===== config.mk =====
export PLATFORM = sky130hd
export DESIGN_NAME = sdma_ctrl_flat
export DESIGN_NICKNAME = d
export VERILOG_FILES = /design/src/hdl/sdma_pkg.sv /design/src/hdl/sdma_if.sv /design/src/hdl/sdma_arb.sv /design/src/hdl/sdma_ctrl.sv /design/src/flat_wrapper.sv
export SDC_FILE = /design/constraint.sdc
export NUM_CORES = 1
export LEC_CHECK = 0
export ABC_AREA = 1
export ABC_CLOCK_PERIOD_IN_PS = 8200
export BUFFER_PORTS_ARGS = -buffer_cell sky130_fd_sc_hd__buf_4
export CORE_ASPECT_RATIO = 1.5
export CORE_UTILIZATION = 25
export CTS_CLUSTER_SIZE = 40
export DETAILED_ROUTE_END_ITERATION = 10
export HOLD_SLACK_MARGIN = 0.05
export PLACE_DENSITY_LB_ADDON = 0.1
export SETUP_SLACK_MARGIN = 0.02
export SLEW_MARGIN = 30
export SYNTH_ARGS = -nofsm -noshare
export SYNTH_HDL_FRONTEND = slang
export SYNTH_SLANG_ARGS = --single-unit

===== constraint.sdc =====
create_clock -name clock_i -period 8.2 [get_ports clock_i]
set_input_delay 0.82 -clock clock_i [delete_from_list [all_inputs] [get_ports clock_i]]
set_output_delay 0.82 -clock clock_i [all_outputs]
set_load 0.02 [all_outputs]

===== src/hdl/sdma_pkg.sv =====
package sdma_pkg;
   localparam int NUM_CH = 6;
   localparam int ST_W = 16;
   // structure word layout
   localparam int ST_MODE_LSB = 14;
   localparam int ST_RPOW_LSB = 10;
   localparam int ST_CNT_LSB = 0;
   localparam int ST_CNT_W = 10;
   localparam logic [1:0] MODE_INVALID = 2'h0;
   localparam logic [1:0] MODE_BASIC = 2'h1;
   localparam logic [1:0] MODE_AUTO = 2'h2;
   localparam logic [1:0] MODE_PINGPONG = 2'h3;
   localparam logic [ST_W-1:0] ST_RESET = 16'h0000;
   // apb register offsets
   localparam logic [7:0] REG_CHAN_EN = 8'h00;
   localparam logic [7:0] REG_PRIO = 8'h04;
   localparam logic [7:0] REG_SWREQ = 8'h08;
   localparam logic [7:0] REG_STRUCT = 8'h0c;
   localparam logic [7:0] REG_STATUS = 8'h10;
   localparam logic [7:0] REG_IRQ_CLR = 8'h14;
   localparam logic [7:0] REG_IRQ_EN = 8'h18;
   localparam int STRUCT_IDX_LSB = 16;
   localparam logic [NUM_CH-1:0] CH_RESET = 6'h00;

   typedef enum logic [3:0] {
      ST_ARB = 4'h1,
      ST_LOAD = 4'h2,
      ST_XFER = 4'h4,
      ST_FIN = 4'h8
   } sdma_state_t;

   // structure slot: channel index then primary(0)/alternate(1)
   function automatic logic [3:0] st_slot(input logic [2:0] ch, input logic alt);
      st_slot = {ch, alt};
   endfunction : st_slot
endpackage : sdma_pkg


===== src/hdl/sdma_if.sv =====
interface sdma_if;
   logic [5:0] chan_en;
   logic [5:0] pri_high;
   logic [5:0] sw_req;
   logic st_we;
   logic [3:0] st_slot;
   logic [15:0] st_wdata;
   logic [5:0] done;

   modport dev (
      input chan_en, pri_high, sw_req, st_we, st_slot, st_wdata,
      output done
   );
   modport host (
      output chan_en, pri_high, sw_req, st_we, st_slot, st_wdata,
      input done
   );
endinterface : sdma_if


===== src/hdl/sdma_arb.sv =====
module sdma_arb (
   // pending and priority
   input wire logic [5:0] req_i,
   input wire logic [5:0] high_i,
   // grant
   output logic vld_o,
   output logic [2:0] idx_o
);
   function automatic logic [2:0] first_set(input logic [5:0] v);
      first_set = 3'h0;
      for (int i = 5; i >= 0; i--) begin
         if (v[i]) begin
            first_set = 3'(i);
         end
      end
   endfunction : first_set

   always_comb begin
      vld_o = |req_i;
      if (|(req_i & high_i)) begin
         idx_o = first_set(req_i & high_i);
      end else begin
         idx_o = first_set(req_i);
      end
   end
endmodule : sdma_arb


===== src/hdl/sdma_ctrl.sv =====
// Added by the designer: the APB slave port and the register offsets.
module sdma_ctrl (
   // system
   input wire logic clock_i,
   input wire logic sys_rst_i,
   // peripheral requests
   input wire logic sync_serial0_tx_req_i,
   input wire logic sync_serial0_rx_req_i,
   input wire logic sync_serial1_tx_req_i,
   input wire logic sync_serial1_rx_req_i,
   input wire logic async_serial0_tx_req_i,
   input wire logic async_serial0_rx_req_i,
   input wire logic async_serial1_tx_req_i,
   input wire logic async_serial1_rx_req_i,
   // memory beat port
   output logic mem_req_o,
   output logic [2:0] mem_ch_o,
   output logic mem_alt_o,
   input wire logic mem_ready_i,
   // host side
   sdma_if.dev host_if
);
   // one word per channel and structure, indexed by {channel, alternate}
   logic [15:0] st_mem [16];
   logic [5:0] hw_req;
   logic [5:0] pend_ff;
   logic [5:0] alt_ff;
   logic [5:0] done_ff;
   logic [5:0] clr_pend;
   logic [5:0] flip_alt;
   sdma_pkg::sdma_state_t state_ff;
   logic [2:0] ch_ff;
   logic alt_cur_ff;
   logic [1:0] mode_ff;
   logic [9:0] rem_ff;
   logic [15:0] grp_ff;
   logic mem_req_ff;
   logic gnt_vld;
   logic [2:0] gnt_idx;
   logic [15:0] rd_word;
   logic beat;
   logic st_fsm_we;
   logic [3:0] st_fsm_slot;
   logic [15:0] st_fsm_data;

   // channels four and five have no hardware source
   // tx and rx of one port share a channel; the two requests are ORed into one
   assign hw_req = {2'h0,
                    async_serial1_tx_req_i | async_serial1_rx_req_i,
                    async_serial0_tx_req_i | async_serial0_rx_req_i,
                    sync_serial1_tx_req_i | sync_serial1_rx_req_i,
                    sync_serial0_tx_req_i | sync_serial0_rx_req_i};

   assign rd_word = st_mem[sdma_pkg::st_slot(ch_ff, alt_cur_ff)];
   assign beat = mem_req_ff & mem_ready_i;

   // a disabled channel stays out of arbitration but keeps its request pending
   sdma_arb sdma_arb_i (
      .req_i(pend_ff & host_if.chan_en),
      .high_i(host_if.pri_high),
      .vld_o(gnt_vld),
      .idx_o(gnt_idx)
   );

   // request capture: a new request beats a same-cycle clear
   always_ff @(posedge clock_i) begin
      if (sys_rst_i) begin
         pend_ff <= sdma_pkg::CH_RESET;
      end else begin
         pend_ff <= (pend_ff & ~clr_pend) | hw_req | host_if.sw_req;
      end
   end

   always_ff @(posedge clock_i) begin
      if (sys_rst_i) begin
         alt_ff <= sdma_pkg::CH_RESET;
      end else begin
         alt_ff <= alt_ff ^ flip_alt;
      end
   end

   // decisions of the sequencer that touch per-channel state
   always_comb begin
      clr_pend = 6'h00;
      flip_alt = 6'h00;
      st_fsm_we = 1'b0;
      st_fsm_slot = sdma_pkg::st_slot(ch_ff, alt_cur_ff);
      st_fsm_data = rd_word;
      case (state_ff)
         sdma_pkg::ST_LOAD: begin
            if (rd_word[sdma_pkg::ST_MODE_LSB +: 2] == sdma_pkg::MODE_INVALID ||
                !host_if.chan_en[ch_ff]) begin
               clr_pend[ch_ff] = 1'b1;
            end else if (rd_word[sdma_pkg::ST_MODE_LSB +: 2] == sdma_pkg::MODE_BASIC) begin
               // basic needs a fresh request for every group
               clr_pend[ch_ff] = 1'b1;
            end
         end
         sdma_pkg::ST_XFER: begin
            if (beat && rem_ff != 10'h000 && grp_ff == 16'h0000) begin
               // park remaining count so the cycle resumes after arbitration
               st_fsm_we = 1'b1;
               st_fsm_data[sdma_pkg::ST_CNT_LSB +: sdma_pkg::ST_CNT_W] = rem_ff - 10'h001;
            end
         end
         sdma_pkg::ST_FIN: begin
            st_fsm_we = 1'b1;
            st_fsm_data[sdma_pkg::ST_MODE_LSB +: 2] = sdma_pkg::MODE_INVALID;
            if (mode_ff == sdma_pkg::MODE_PINGPONG && host_if.chan_en[ch_ff]) begin
               // request stays pending so the other structure is loaded next
               flip_alt[ch_ff] = 1'b1;
            end else begin
               clr_pend[ch_ff] = 1'b1;
            end
         end
         default: begin
         end
      endcase
   end

   // structure store; a host write to the same slot lands last
   always_ff @(posedge clock_i) begin
      if (sys_rst_i) begin
         for (int i = 0; i < 16; i++) begin
            st_mem[i] <= sdma_pkg::ST_RESET;
         end
      end else begin
         if (st_fsm_we) begin
            st_mem[st_fsm_slot] <= st_fsm_data;
         end
         if (host_if.st_we) begin
            st_mem[host_if.st_slot] <= host_if.st_wdata;
         end
      end
   end

   // sequencer: one channel at a time, back to arbitration after every group
   always_ff @(posedge clock_i) begin
      if (sys_rst_i) begin
         state_ff <= sdma_pkg::ST_ARB;
         ch_ff <= 3'h0;
         alt_cur_ff <= 1'b0;
         mode_ff <= sdma_pkg::MODE_INVALID;
         rem_ff <= 10'h000;
         grp_ff <= 16'h0000;
         mem_req_ff <= 1'b0;
      end else begin
         case (state_ff)
            sdma_pkg::ST_ARB: begin
               if (gnt_vld) begin
                  ch_ff <= gnt_idx;
                  alt_cur_ff <= alt_ff[gnt_idx];
                  state_ff <= sdma_pkg::ST_LOAD;
               end
            end
            sdma_pkg::ST_LOAD: begin
               if (rd_word[sdma_pkg::ST_MODE_LSB +: 2] == sdma_pkg::MODE_INVALID ||
                   !host_if.chan_en[ch_ff]) begin
                  state_ff <= sdma_pkg::ST_ARB;
               end else begin
                  mode_ff <= rd_word[sdma_pkg::ST_MODE_LSB +: 2];
                  rem_ff <= rd_word[sdma_pkg::ST_CNT_LSB +: sdma_pkg::ST_CNT_W];
                  grp_ff <= (16'h0001 << rd_word[sdma_pkg::ST_RPOW_LSB +: 4]) - 16'h0001;
                  mem_req_ff <= 1'b1;
                  state_ff <= sdma_pkg::ST_XFER;
               end
            end
            sdma_pkg::ST_XFER: begin
               if (beat) begin
                  if (rem_ff == 10'h000) begin
                     mem_req_ff <= 1'b0;
                     state_ff <= sdma_pkg::ST_FIN;
                  end else if (grp_ff == 16'h0000) begin
                     // group over: auto and ping-pong keep their request, basic waits
                     mem_req_ff <= 1'b0;
                     state_ff <= sdma_pkg::ST_ARB;
                  end else begin
                     rem_ff <= rem_ff - 10'h001;
                     grp_ff <= grp_ff - 16'h0001;
                  end
               end
            end
            sdma_pkg::ST_FIN: begin
               state_ff <= sdma_pkg::ST_ARB;
            end
            default: begin
               state_ff <= sdma_pkg::ST_ARB;
            end
         endcase
      end
   end

   // done follows the finish state, when the invalid writeback has landed
   always_ff @(posedge clock_i) begin
      if (sys_rst_i) begin
         done_ff <= 6'h00;
      end else begin
         done_ff <= 6'h00;
         if (state_ff == sdma_pkg::ST_FIN) begin
            done_ff[ch_ff] <= 1'b1;
         end
      end
   end

   assign mem_req_o = mem_req_ff;
   assign mem_ch_o = ch_ff;
   assign mem_alt_o = alt_cur_ff;
   assign host_if.done = done_ff;
endmodule : sdma_ctrl


===== src/flat_wrapper.sv =====
// flat-port wrapper written by rule: the top's interface ports become plain ports
module sdma_ctrl_flat 
  (clock_i, sys_rst_i, sync_serial0_tx_req_i, sync_serial0_rx_req_i, sync_serial1_tx_req_i, sync_serial1_rx_req_i, async_serial0_tx_req_i, async_serial0_rx_req_i, async_serial1_tx_req_i, async_serial1_rx_req_i, mem_req_o, mem_ch_o, mem_alt_o, mem_ready_i, host_if_chan_en, host_if_pri_high, host_if_sw_req, host_if_st_we, host_if_st_slot, host_if_st_wdata, host_if_done);
  sdma_if host_if_i ();
  input wire logic clock_i;
  input wire logic sys_rst_i;
  input wire logic sync_serial0_tx_req_i;
  input wire logic sync_serial0_rx_req_i;
  input wire logic sync_serial1_tx_req_i;
  input wire logic sync_serial1_rx_req_i;
  input wire logic async_serial0_tx_req_i;
  input wire logic async_serial0_rx_req_i;
  input wire logic async_serial1_tx_req_i;
  input wire logic async_serial1_rx_req_i;
  output logic mem_req_o;
  output logic [2:0] mem_ch_o;
  output logic mem_alt_o;
  input wire logic mem_ready_i;
  input wire logic [$bits(host_if_i.chan_en)-1:0] host_if_chan_en;
  input wire logic [$bits(host_if_i.pri_high)-1:0] host_if_pri_high;
  input wire logic [$bits(host_if_i.sw_req)-1:0] host_if_sw_req;
  input wire logic [$bits(host_if_i.st_we)-1:0] host_if_st_we;
  input wire logic [$bits(host_if_i.st_slot)-1:0] host_if_st_slot;
  input wire logic [$bits(host_if_i.st_wdata)-1:0] host_if_st_wdata;
  output wire logic [$bits(host_if_i.done)-1:0] host_if_done;
  assign host_if_i.chan_en = host_if_chan_en;
  assign host_if_i.pri_high = host_if_pri_high;
  assign host_if_i.sw_req = host_if_sw_req;
  assign host_if_i.st_we = host_if_st_we;
  assign host_if_i.st_slot = host_if_st_slot;
  assign host_if_i.st_wdata = host_if_st_wdata;
  assign host_if_done = host_if_i.done;
  sdma_ctrl u_core (.clock_i(clock_i), .sys_rst_i(sys_rst_i), .sync_serial0_tx_req_i(sync_serial0_tx_req_i), .sync_serial0_rx_req_i(sync_serial0_rx_req_i), .sync_serial1_tx_req_i(sync_serial1_tx_req_i), .sync_serial1_rx_req_i(sync_serial1_rx_req_i), .async_serial0_tx_req_i(async_serial0_tx_req_i), .async_serial0_rx_req_i(async_serial0_rx_req_i), .async_serial1_tx_req_i(async_serial1_tx_req_i), .async_serial1_rx_req_i(async_serial1_rx_req_i), .mem_req_o(mem_req_o), .mem_ch_o(mem_ch_o), .mem_alt_o(mem_alt_o), .mem_ready_i(mem_ready_i), .host_if(host_if_i));
endmodule

==> key figures, run 1 <==
Finish
  • Area grow syn2layout: 14.4%
  • Fill cells: 6915
  • Share of cells above drive strength 1: 11.1%
  • Non-filler cells, final: roughly 2700
  • Nets: approximately 1900
  • ANT cells: 0

Synth
  • Multiplexer share of the synthesized area: 0%
  • Mean Syn Cell Area: 8.97 um^2
  • Synth warnings: 0
  • Synth top cells by count: 268 x o22ai_1, 256 x edfxtp_1, 245 x nand2_1, 197 x nor2_1, 178 x inv_1
  • Netlist cell types: between 40 and 50
  • Synthesized area: 0.0163 mm^2
  • Sequential area share after synthesis: a little over half
  • Net count after synthesis: 1865
  • Synth Flop Type: edfxtp_1
  • Largest family of logic cells by synthesized area: compound AO/OA/AOI/OAI gates
  • Synth Area in Compound Gates: 20.0%
  • Most frequent cell after synthesis: o22ai_1
  • Ys async rst share: 0%
  • Simple-gate share of the synthesized area: 16.6%
  • Largest cells by area after synthesis: edfxtp_1 47%, o22ai_1 10%, dfxtp_1 7.3%
  • Largest area contributor in the netlist: edfxtp_1
  • Post-Synth XOR/XNOR Area: less than 1%
  • Synth top area share: 47.3%
  • Synth Register Bits: 315
  • EDFF count, synth: 256
  • Post-Synthesis Cells: 1812
  • Post-synthesis adder-cell area fraction: 0.231%

Global route
  • Total GRT Usage: 21.4%
  • First-pass GRT wire length: between 100000 and 150000 um
  • Overflow after GRT: 0
  • Initial antenna violation count: 0
  • Largest net degree at the start of global routing: 66
  • Vias in the first global route: 14400

Placed design
  • Detailed Place HPWL: 45700 um
  • RePlAce Congestion: 0.870
  • Placed cells: about 2600
  • PortBufs: 60

Worst setup path
  • CP top delay family: buffers and inverters
  • Crit end category: register
  • Cell repeated most along the worst path: nand2_1
  • CP bufs+invs: 4
  • Setup CP Type: register to register
  • Crit start category: register
  • Crit Path Max Fanout: 65
  • Critical-path cell list: buf_4 -> buf_4 -> nor2_1 -> nor2_1 -> o21ai_0 -> o211ai_1 -> nand3_1 -> nand2_1 -> o21ai_1 -> nand2_1 -> nand3_2 -> inv_1 -> nand2_1 -> o21ai_0 -> inv_1
  • Slowest stage delay, CP: 850 ps
  • CP Data Required Time: 8630 ps
  • Crit-path slowest cell: inv_1
  • Arrival time worst endpoint: 5160 ps

Timing
  • Max Slew Vio Count: 0
  • Peak Freq: 211 MHz
  • Layout Skew: about 21 ps
  • RSZ-0062 raised after global routing: no
  • Worst-Margin Slew: 996 ps
  • Final setup vio count: 0
  • Period utilization: a little under 60%
  • Slew HR: 33.4%
  • Tmin final: 4730 ps
  • Final Hold Fails: 0
  • Setup TNS: 0 ps

Job
  • Maxcap violations: 0

Die
  • Die W: 210 um
  • Ports: 61
  • Core footprint: 0.0643 mm^2
  • Site Rows: between 100 and 150
  • Initial Util: 25.3%
  • Die Area: around 0.066 mm^2
  • Chip Height: 314 um

Min path
  • Hold Path Class: register to register
  • HP Start: u_core.alt_ff[4]$_SDFF_PP0_

Clock network
  • H-tree depth: 2
  • Worst skew pair latency: roughly 540 ps
  • PostCTS Resize Cnt: 0
  • Num CTS Buffers: 34
  • Num Clock Sinks: 315
  • CTS tree: done
  • CTS Hold Buffers Added: 0
  • Post CTS Setup Buffer Count: 0
  • Clock transition at path regs: 60 ps
  • Root Driver: clkbuf_16
  • Worst-case clock buffer depth: 3

Pwr
  • Leak pwr: 6.82 nW
  • PD cells: 376 mW/mm^2
  • Worst vdd ir: 310 uV

Run status
  • Run status: completed

Route
  • Routed vias: about 14000
  • DRT antenna net count: 0
  • Vias/cell: 5.30
  • DRT iter0 DRCs: 1420
  • Wirelength, routed: around 71000 um
  • Average wire per standard cell: 26.4 um
  • DRC viols: 0
  • Pre-antenna DRT Iters: 5
[metal layers]
layer / vias to the layer above / GRT usage [%] / wire, um / share of wire [%]
li1: 6531 / - / - / -
met1: 7084 / 24.9 / 27600 / 39
met2: 571 / 38.6 / 36400 / 51
met3: 149 / 2.24 / 3570 / 5.0
met4: 0 / 10.8 / 3680 / 5.2
met5: - / 0 / 0 / 0
[layout by cell type (no fill, tap or decap), types with 9 or more instances in the layout]
cell type	instances
dfxtp_1	56
clkinv_1	11
clkbuf_16	35
o221ai_1	29
nand3_2	20
inv_1	177
nand2_1	245
o22ai_1	268
edfxtp_1	256
o211ai_1	22
nor3_1	14
nand4_1	9
nand3_1	123
nor2_1	197
o21ai_0	142
buf_4	100
a21oi_1	51
[report_power, final]
part | internal [W] | switching [W] | total, W
Clock | 0.000842 | 0.000681 | 0.00152
Combinational | 0.000864 | 0.00266 | 0.00352
Sequential | 0.00185 | 0.000107 | 0.00196
Total | 0.00356 | 0.00345 | 0.00700
[logic make-up after synthesis]
logic type,count (synthesis)
simple gates,623
buf+inv,328
xor+xnor,7
fa+ha+maj,3
compound gates,536
flops,315
[stage by stage]
step	area, um^2	setup slack (ps)	hold WS, ps	util, %	total power, W
after floorplan	16300	4320	436	-	0.00411
after detailed placement	17600	3410	455	27.3	0.00551
final	18600	3470	463	28.9	0.00700
after global placement	17500	3410	451	27.2	0.00552
after CTS	18600	3380	466	28.9	0.00704
after global routing	18600	3040	486	28.9	0.00735
[worst reg2reg max path, delay by kind of cell, from the launching register on]
family	cells	cell delay, ps
and+or+nand+nor	7	1380
DFF	1	570
buffers and inverters	4	2190
AOI/OAI and AO/OA	4	480
[layout make-up]
class,count,area (um^2),share of cell area (%)
Clock buffer,47,991,5.32
Clock inverter,10,48.8,0.262
Inverter,193,731,3.93
Multi-Input combinational cell,1169,6110,32.9
Sequential cell,315,8870,47.7
Tap cell,870,1090,5.85
Timing Repair Buffer,101,762,4.09
[flip-flops by register name, indices dropped and copies added (netlist names), 2 cells and up, named ones only]
signal               count
u_core.st_mem          256
u_core.pend_ff           6
u_core.state_ff          4
u_core.rem_ff           10
u_core.grp_ff           16
u_core.alt_ff            6
u_core.mem_ch_o          3
u_core.host_if.done      6
u_core.mode_ff           2
[path summary, 6_finish.rpt]
kind / to / slack [ps] / cells after the start
worst max-delay path: u_core.grp_ff[2]$_SDFFE_PP0P_ / 3470 / 15
worst min-delay path: u_core.alt_ff[4]$_SDFF_PP0_ / 460 / 2
worst max register to register: u_core.grp_ff[2]$_SDFFE_PP0P_ / 3470 / 15
worst min register to register: u_core.alt_ff[4]$_SDFF_PP0_ / 460 / 2
Note: power is estimated with default switching activity, not from simulation.
==> inputs of run 2 (changes only) <==
- ABC_AREA: 1 -> 0
- ABC_CLOCK_PERIOD_IN_PS: 8200 -> 3900
- clock period: 8.2 -> 3.9 ns (I/O delays scaled with it)
==> run 2 against run 1 <==
Count of clock-buffer cells in the layout is 3 higher. Core utilization up 0.68 points. Area after synthesis about the same. Sequential power rose by 100%.
==> key figures, run 2 <==
Synth
  • Largest area contributor in the netlist: edfxtp_1
  • Most frequent cell after synthesis: edfxtp_1
  • Synth Flop Type: edfxtp_1
  • Ys async rst share: 0% (unchanged)
  • Synth top cells by count: 256 x edfxtp_1, 255 x nand2_1, 196 x o21ai_0, 99 x clkbuf_1, 86 x nor2_1
  • Synth top area share: 47.2% (about the same)
  • Synthesized area: 0.0163 mm^2 (about the same)
  • Largest cells by area after synthesis: edfxtp_1 47%, mux4_2 9.8%, dfxtp_1 7.3%
  • EDFF count, synth: 256 (unchanged)
  • Synth Register Bits: 315 (unchanged)
  • Sequential area share after synthesis: 54.5% (about the same)
  • Net count after synthesis: 1543 (-17%)
  • Netlist cell types: 68 (+55%)
  • Post-Synthesis Cells: 1490 (-18%)
  • Mean Syn Cell Area: 10.9 um^2 (+22%)
  • Synth warnings: 0 (unchanged)

Route
  • DRC viols: 0 (unchanged)
  • Wirelength, routed: 60900 um (-15%)
  • Average wire per standard cell: 25.2 um (-4.5%)
  • Routed vias: 12400 (-13%)
  • Pre-antenna DRT Iters: 5 (unchanged)
  • DRT antenna net count: 0 (unchanged)
  • Vias/cell: 5.12 (-3.4%)
  • DRT iter0 DRCs: 1111 (-22%)

Clock network
  • Root Driver: clkbuf_16
  • CTS tree: done
  • Clock transition at path regs: 60 ps (about the same)
  • Worst skew pair latency: 540 ps (about the same)
  • Num CTS Buffers: 36 (+5.9%)
  • H-tree depth: 2 (unchanged)
  • Num Clock Sinks: 315 (unchanged)
  • Worst-case clock buffer depth: 3 (unchanged)
  • CTS Hold Buffers Added: 0 (unchanged)

Min path
  • Hold Path Class: input port to register
  • HP Start: host_if_sw_req[4]

Timing
  • Setup ws final: 320 ps (-3150 ps)
  • Period utilization: 91.8% (+34 points)
  • Max Slew Vio Count: 0 (unchanged)
  • Tmin final: 3580 ps (-1150 ps)
  • Final setup vio count: 0 (unchanged)
  • WHS: 97.8 ps (-365 ps)
  • Slew HR: 36.9% (+3.5 points)
  • Layout Skew: 20.8 ps (-0.137 ps)
  • Peak Freq: 279 MHz (+32%)
  • Worst-Margin Slew: 947 ps (-49.7 ps)
  • RSZ-0062 raised after global routing: yes
  • Final Hold Fails: 0 (unchanged)

Pwr
  • Worst vdd ir: 230 uV (-26%)
  • PD cells: 467 mW/mm^2 (+24%)
  • Leak pwr: 6.13 nW (-10%)
  • Total power: 0.00892 W (+27%)

Worst setup path
  • Crit end category: register
  • Arrival time worst endpoint: 4010 ps (-1150 ps)
  • Crit start category: register
  • Slowest stage delay, CP: 540 ps (-310 ps)
  • CP top delay family: compound AO/OA/AOI/OAI gates
  • CP bufs+invs: 1 (-3)
  • Crit-path slowest cell: dfxtp_4
  • Crit Path Max Fanout: 13 (-80%)
  • CP Data Required Time: 4330 ps (-4300 ps)
  • Cell repeated most along the worst path: a22oi_1
  • Critical-path cell list: buf_4 -> mux4_2 -> a22oi_1 -> o41a_2 -> and3_1 -> a22oi_1 -> ha_1 -> nor2b_1 -> o21ai_0 -> nor3_2 -> and4_1 -> o41ai_1
  • Setup CP Type: register to register

Global route
  • Total GRT Usage: 18.5% (-2.9 points)
  • Largest net degree at the start of global routing: 51 (-23%)
  • Initial antenna violation count: 0 (unchanged)
  • Overflow after GRT: 0 (unchanged)
  • Vias in the first global route: 12500 (-13%)
  • First-pass GRT wire length: 89100 um (-13%)

Finish
  • Max reg flops: 256 (unchanged)
  • ANT cells: 0 (unchanged)
  • Nets: 1579 (-15%)
  • Fin util: 29.6% (+0.68 points)
  • Top reg by flops: u_core.st_mem
  • Fill cells: 6633 (-4.1%)
  • Area grow syn2layout: 17.3%
  • Commonest non-fill, non-tap cell in the layout: edfxtp_1
  • Finished Cell Area: 0.0191 mm^2 (+2.6%)
  • Biggest regs: u_core.st_mem x256, u_core.grp_ff x16, u_core.rem_ff x10
  • Commonest non-fill, non-tap cells in the layout: 256 x edfxtp_1, 255 x nand2_1, 186 x o21ai_0
  • Share of cells above drive strength 1: 20.1% (+9.0 points)

Placed design
  • PortBufs: 60 (unchanged)
  • Pre-CTS setup slack: 216 ps (-3190 ps)
  • Cell Area, Placed: 0.0179 mm^2 (+2.1%)
  • Detailed Place HPWL: 42900 um (-6.0%)
  • RePlAce Congestion: 0.798 (-8.2%)

Die
  • Site Rows: 114 (unchanged)
  • Core footprint: 0.0645 mm^2 (+0.22%)
  • Die W: 210 um (about the same)
  • Chip Height: 314 um (about the same)
  • Die Area: 0.0661 mm^2 (about the same)
  • Initial Util: 25.2% (-0.040 points)
  • Ports: 61 (unchanged)

Run status
  • Run status: completed

Job
  • Maxcap violations: 0 (unchanged)
run 2: path summary, 6_finish.rpt:
check / depth (start not counted) / slack [ps] / to
worst max-delay path: 12 / 320 / u_core.grp_ff[14]$_SDFFE_PP0P_
worst max register to register: 12 / 320 / u_core.grp_ff[14]$_SDFFE_PP0P_
worst min register to register: 1 / 470 / u_core.grp_ff[15]$_SDFFE_PP0P_
worst min-delay path: 3 / 100 / u_core.pend_ff[4]$_SDFF_PP0_
run 2: stage by stage:
step           cells  setup TNS, ps
2_1_floorplan   1490              0
3_3_place_gp    2357              0
3_5_place_dp    2357              0
4_1_cts         2422              0
5_1_grt         2423          -17.1
6_report        2423              0
run 2: cell type report:
cell class / instances / area (um^2) / area share (%)
clock inverter: 15 / 108 / 0.564
timing repair buffer: 142 / 1140 / 5.98
sequential: 315 / 8880 / 46.5
inverter: 9 / 33.8 / 0.177
tap: 870 / 1090 / 5.70
multi-input combinational: 1022 / 6850 / 35.9
clock buffer: 50 / 996 / 5.22
run 2: cells by family after synthesis:
group / after synthesis / synth area share [%]
buffers and inverters: 153 / 3.93
multiplexers: 88 / 10.9
flip-flops: 315 / 54.5
XOR/XNOR: 11 / 0.592
AO/OA/AOI/OAI: 420 / 16.0
adder cells (fa/ha/maj): 3 / 0.231
AND/OR/NAND/NOR: 500 / 13.9
run 2: metal layers:
metal | up-vias | part of all wire [%] | track usage [%]
li1 | 5666 | - | -
met1 | 6329 | 39 | 21.3
met2 | 316 | 55 | 35.4
met3 | 90 | 3.3 | 1.89
met4 | 0 | 2.5 | 5.52
met5 | - | 0 | 0
run 2: where the power goes:
group | internal, W | switching (W)
Clock | 0.00186 | 0.00146
Combinational | 0.000554 | 0.00111
Sequential | 0.00382 | 0.000119
run 2: repair_timing:
action | CTS | global route
setup buffers | 0 | 0
gates resized for setup | 0 | 3
setup endpoints to repair | 0 | 3
run 2: worst min-delay path, stage by stage:
cell and delay (ps):
buf_4 80, inv_1 30, a21oi_1 100
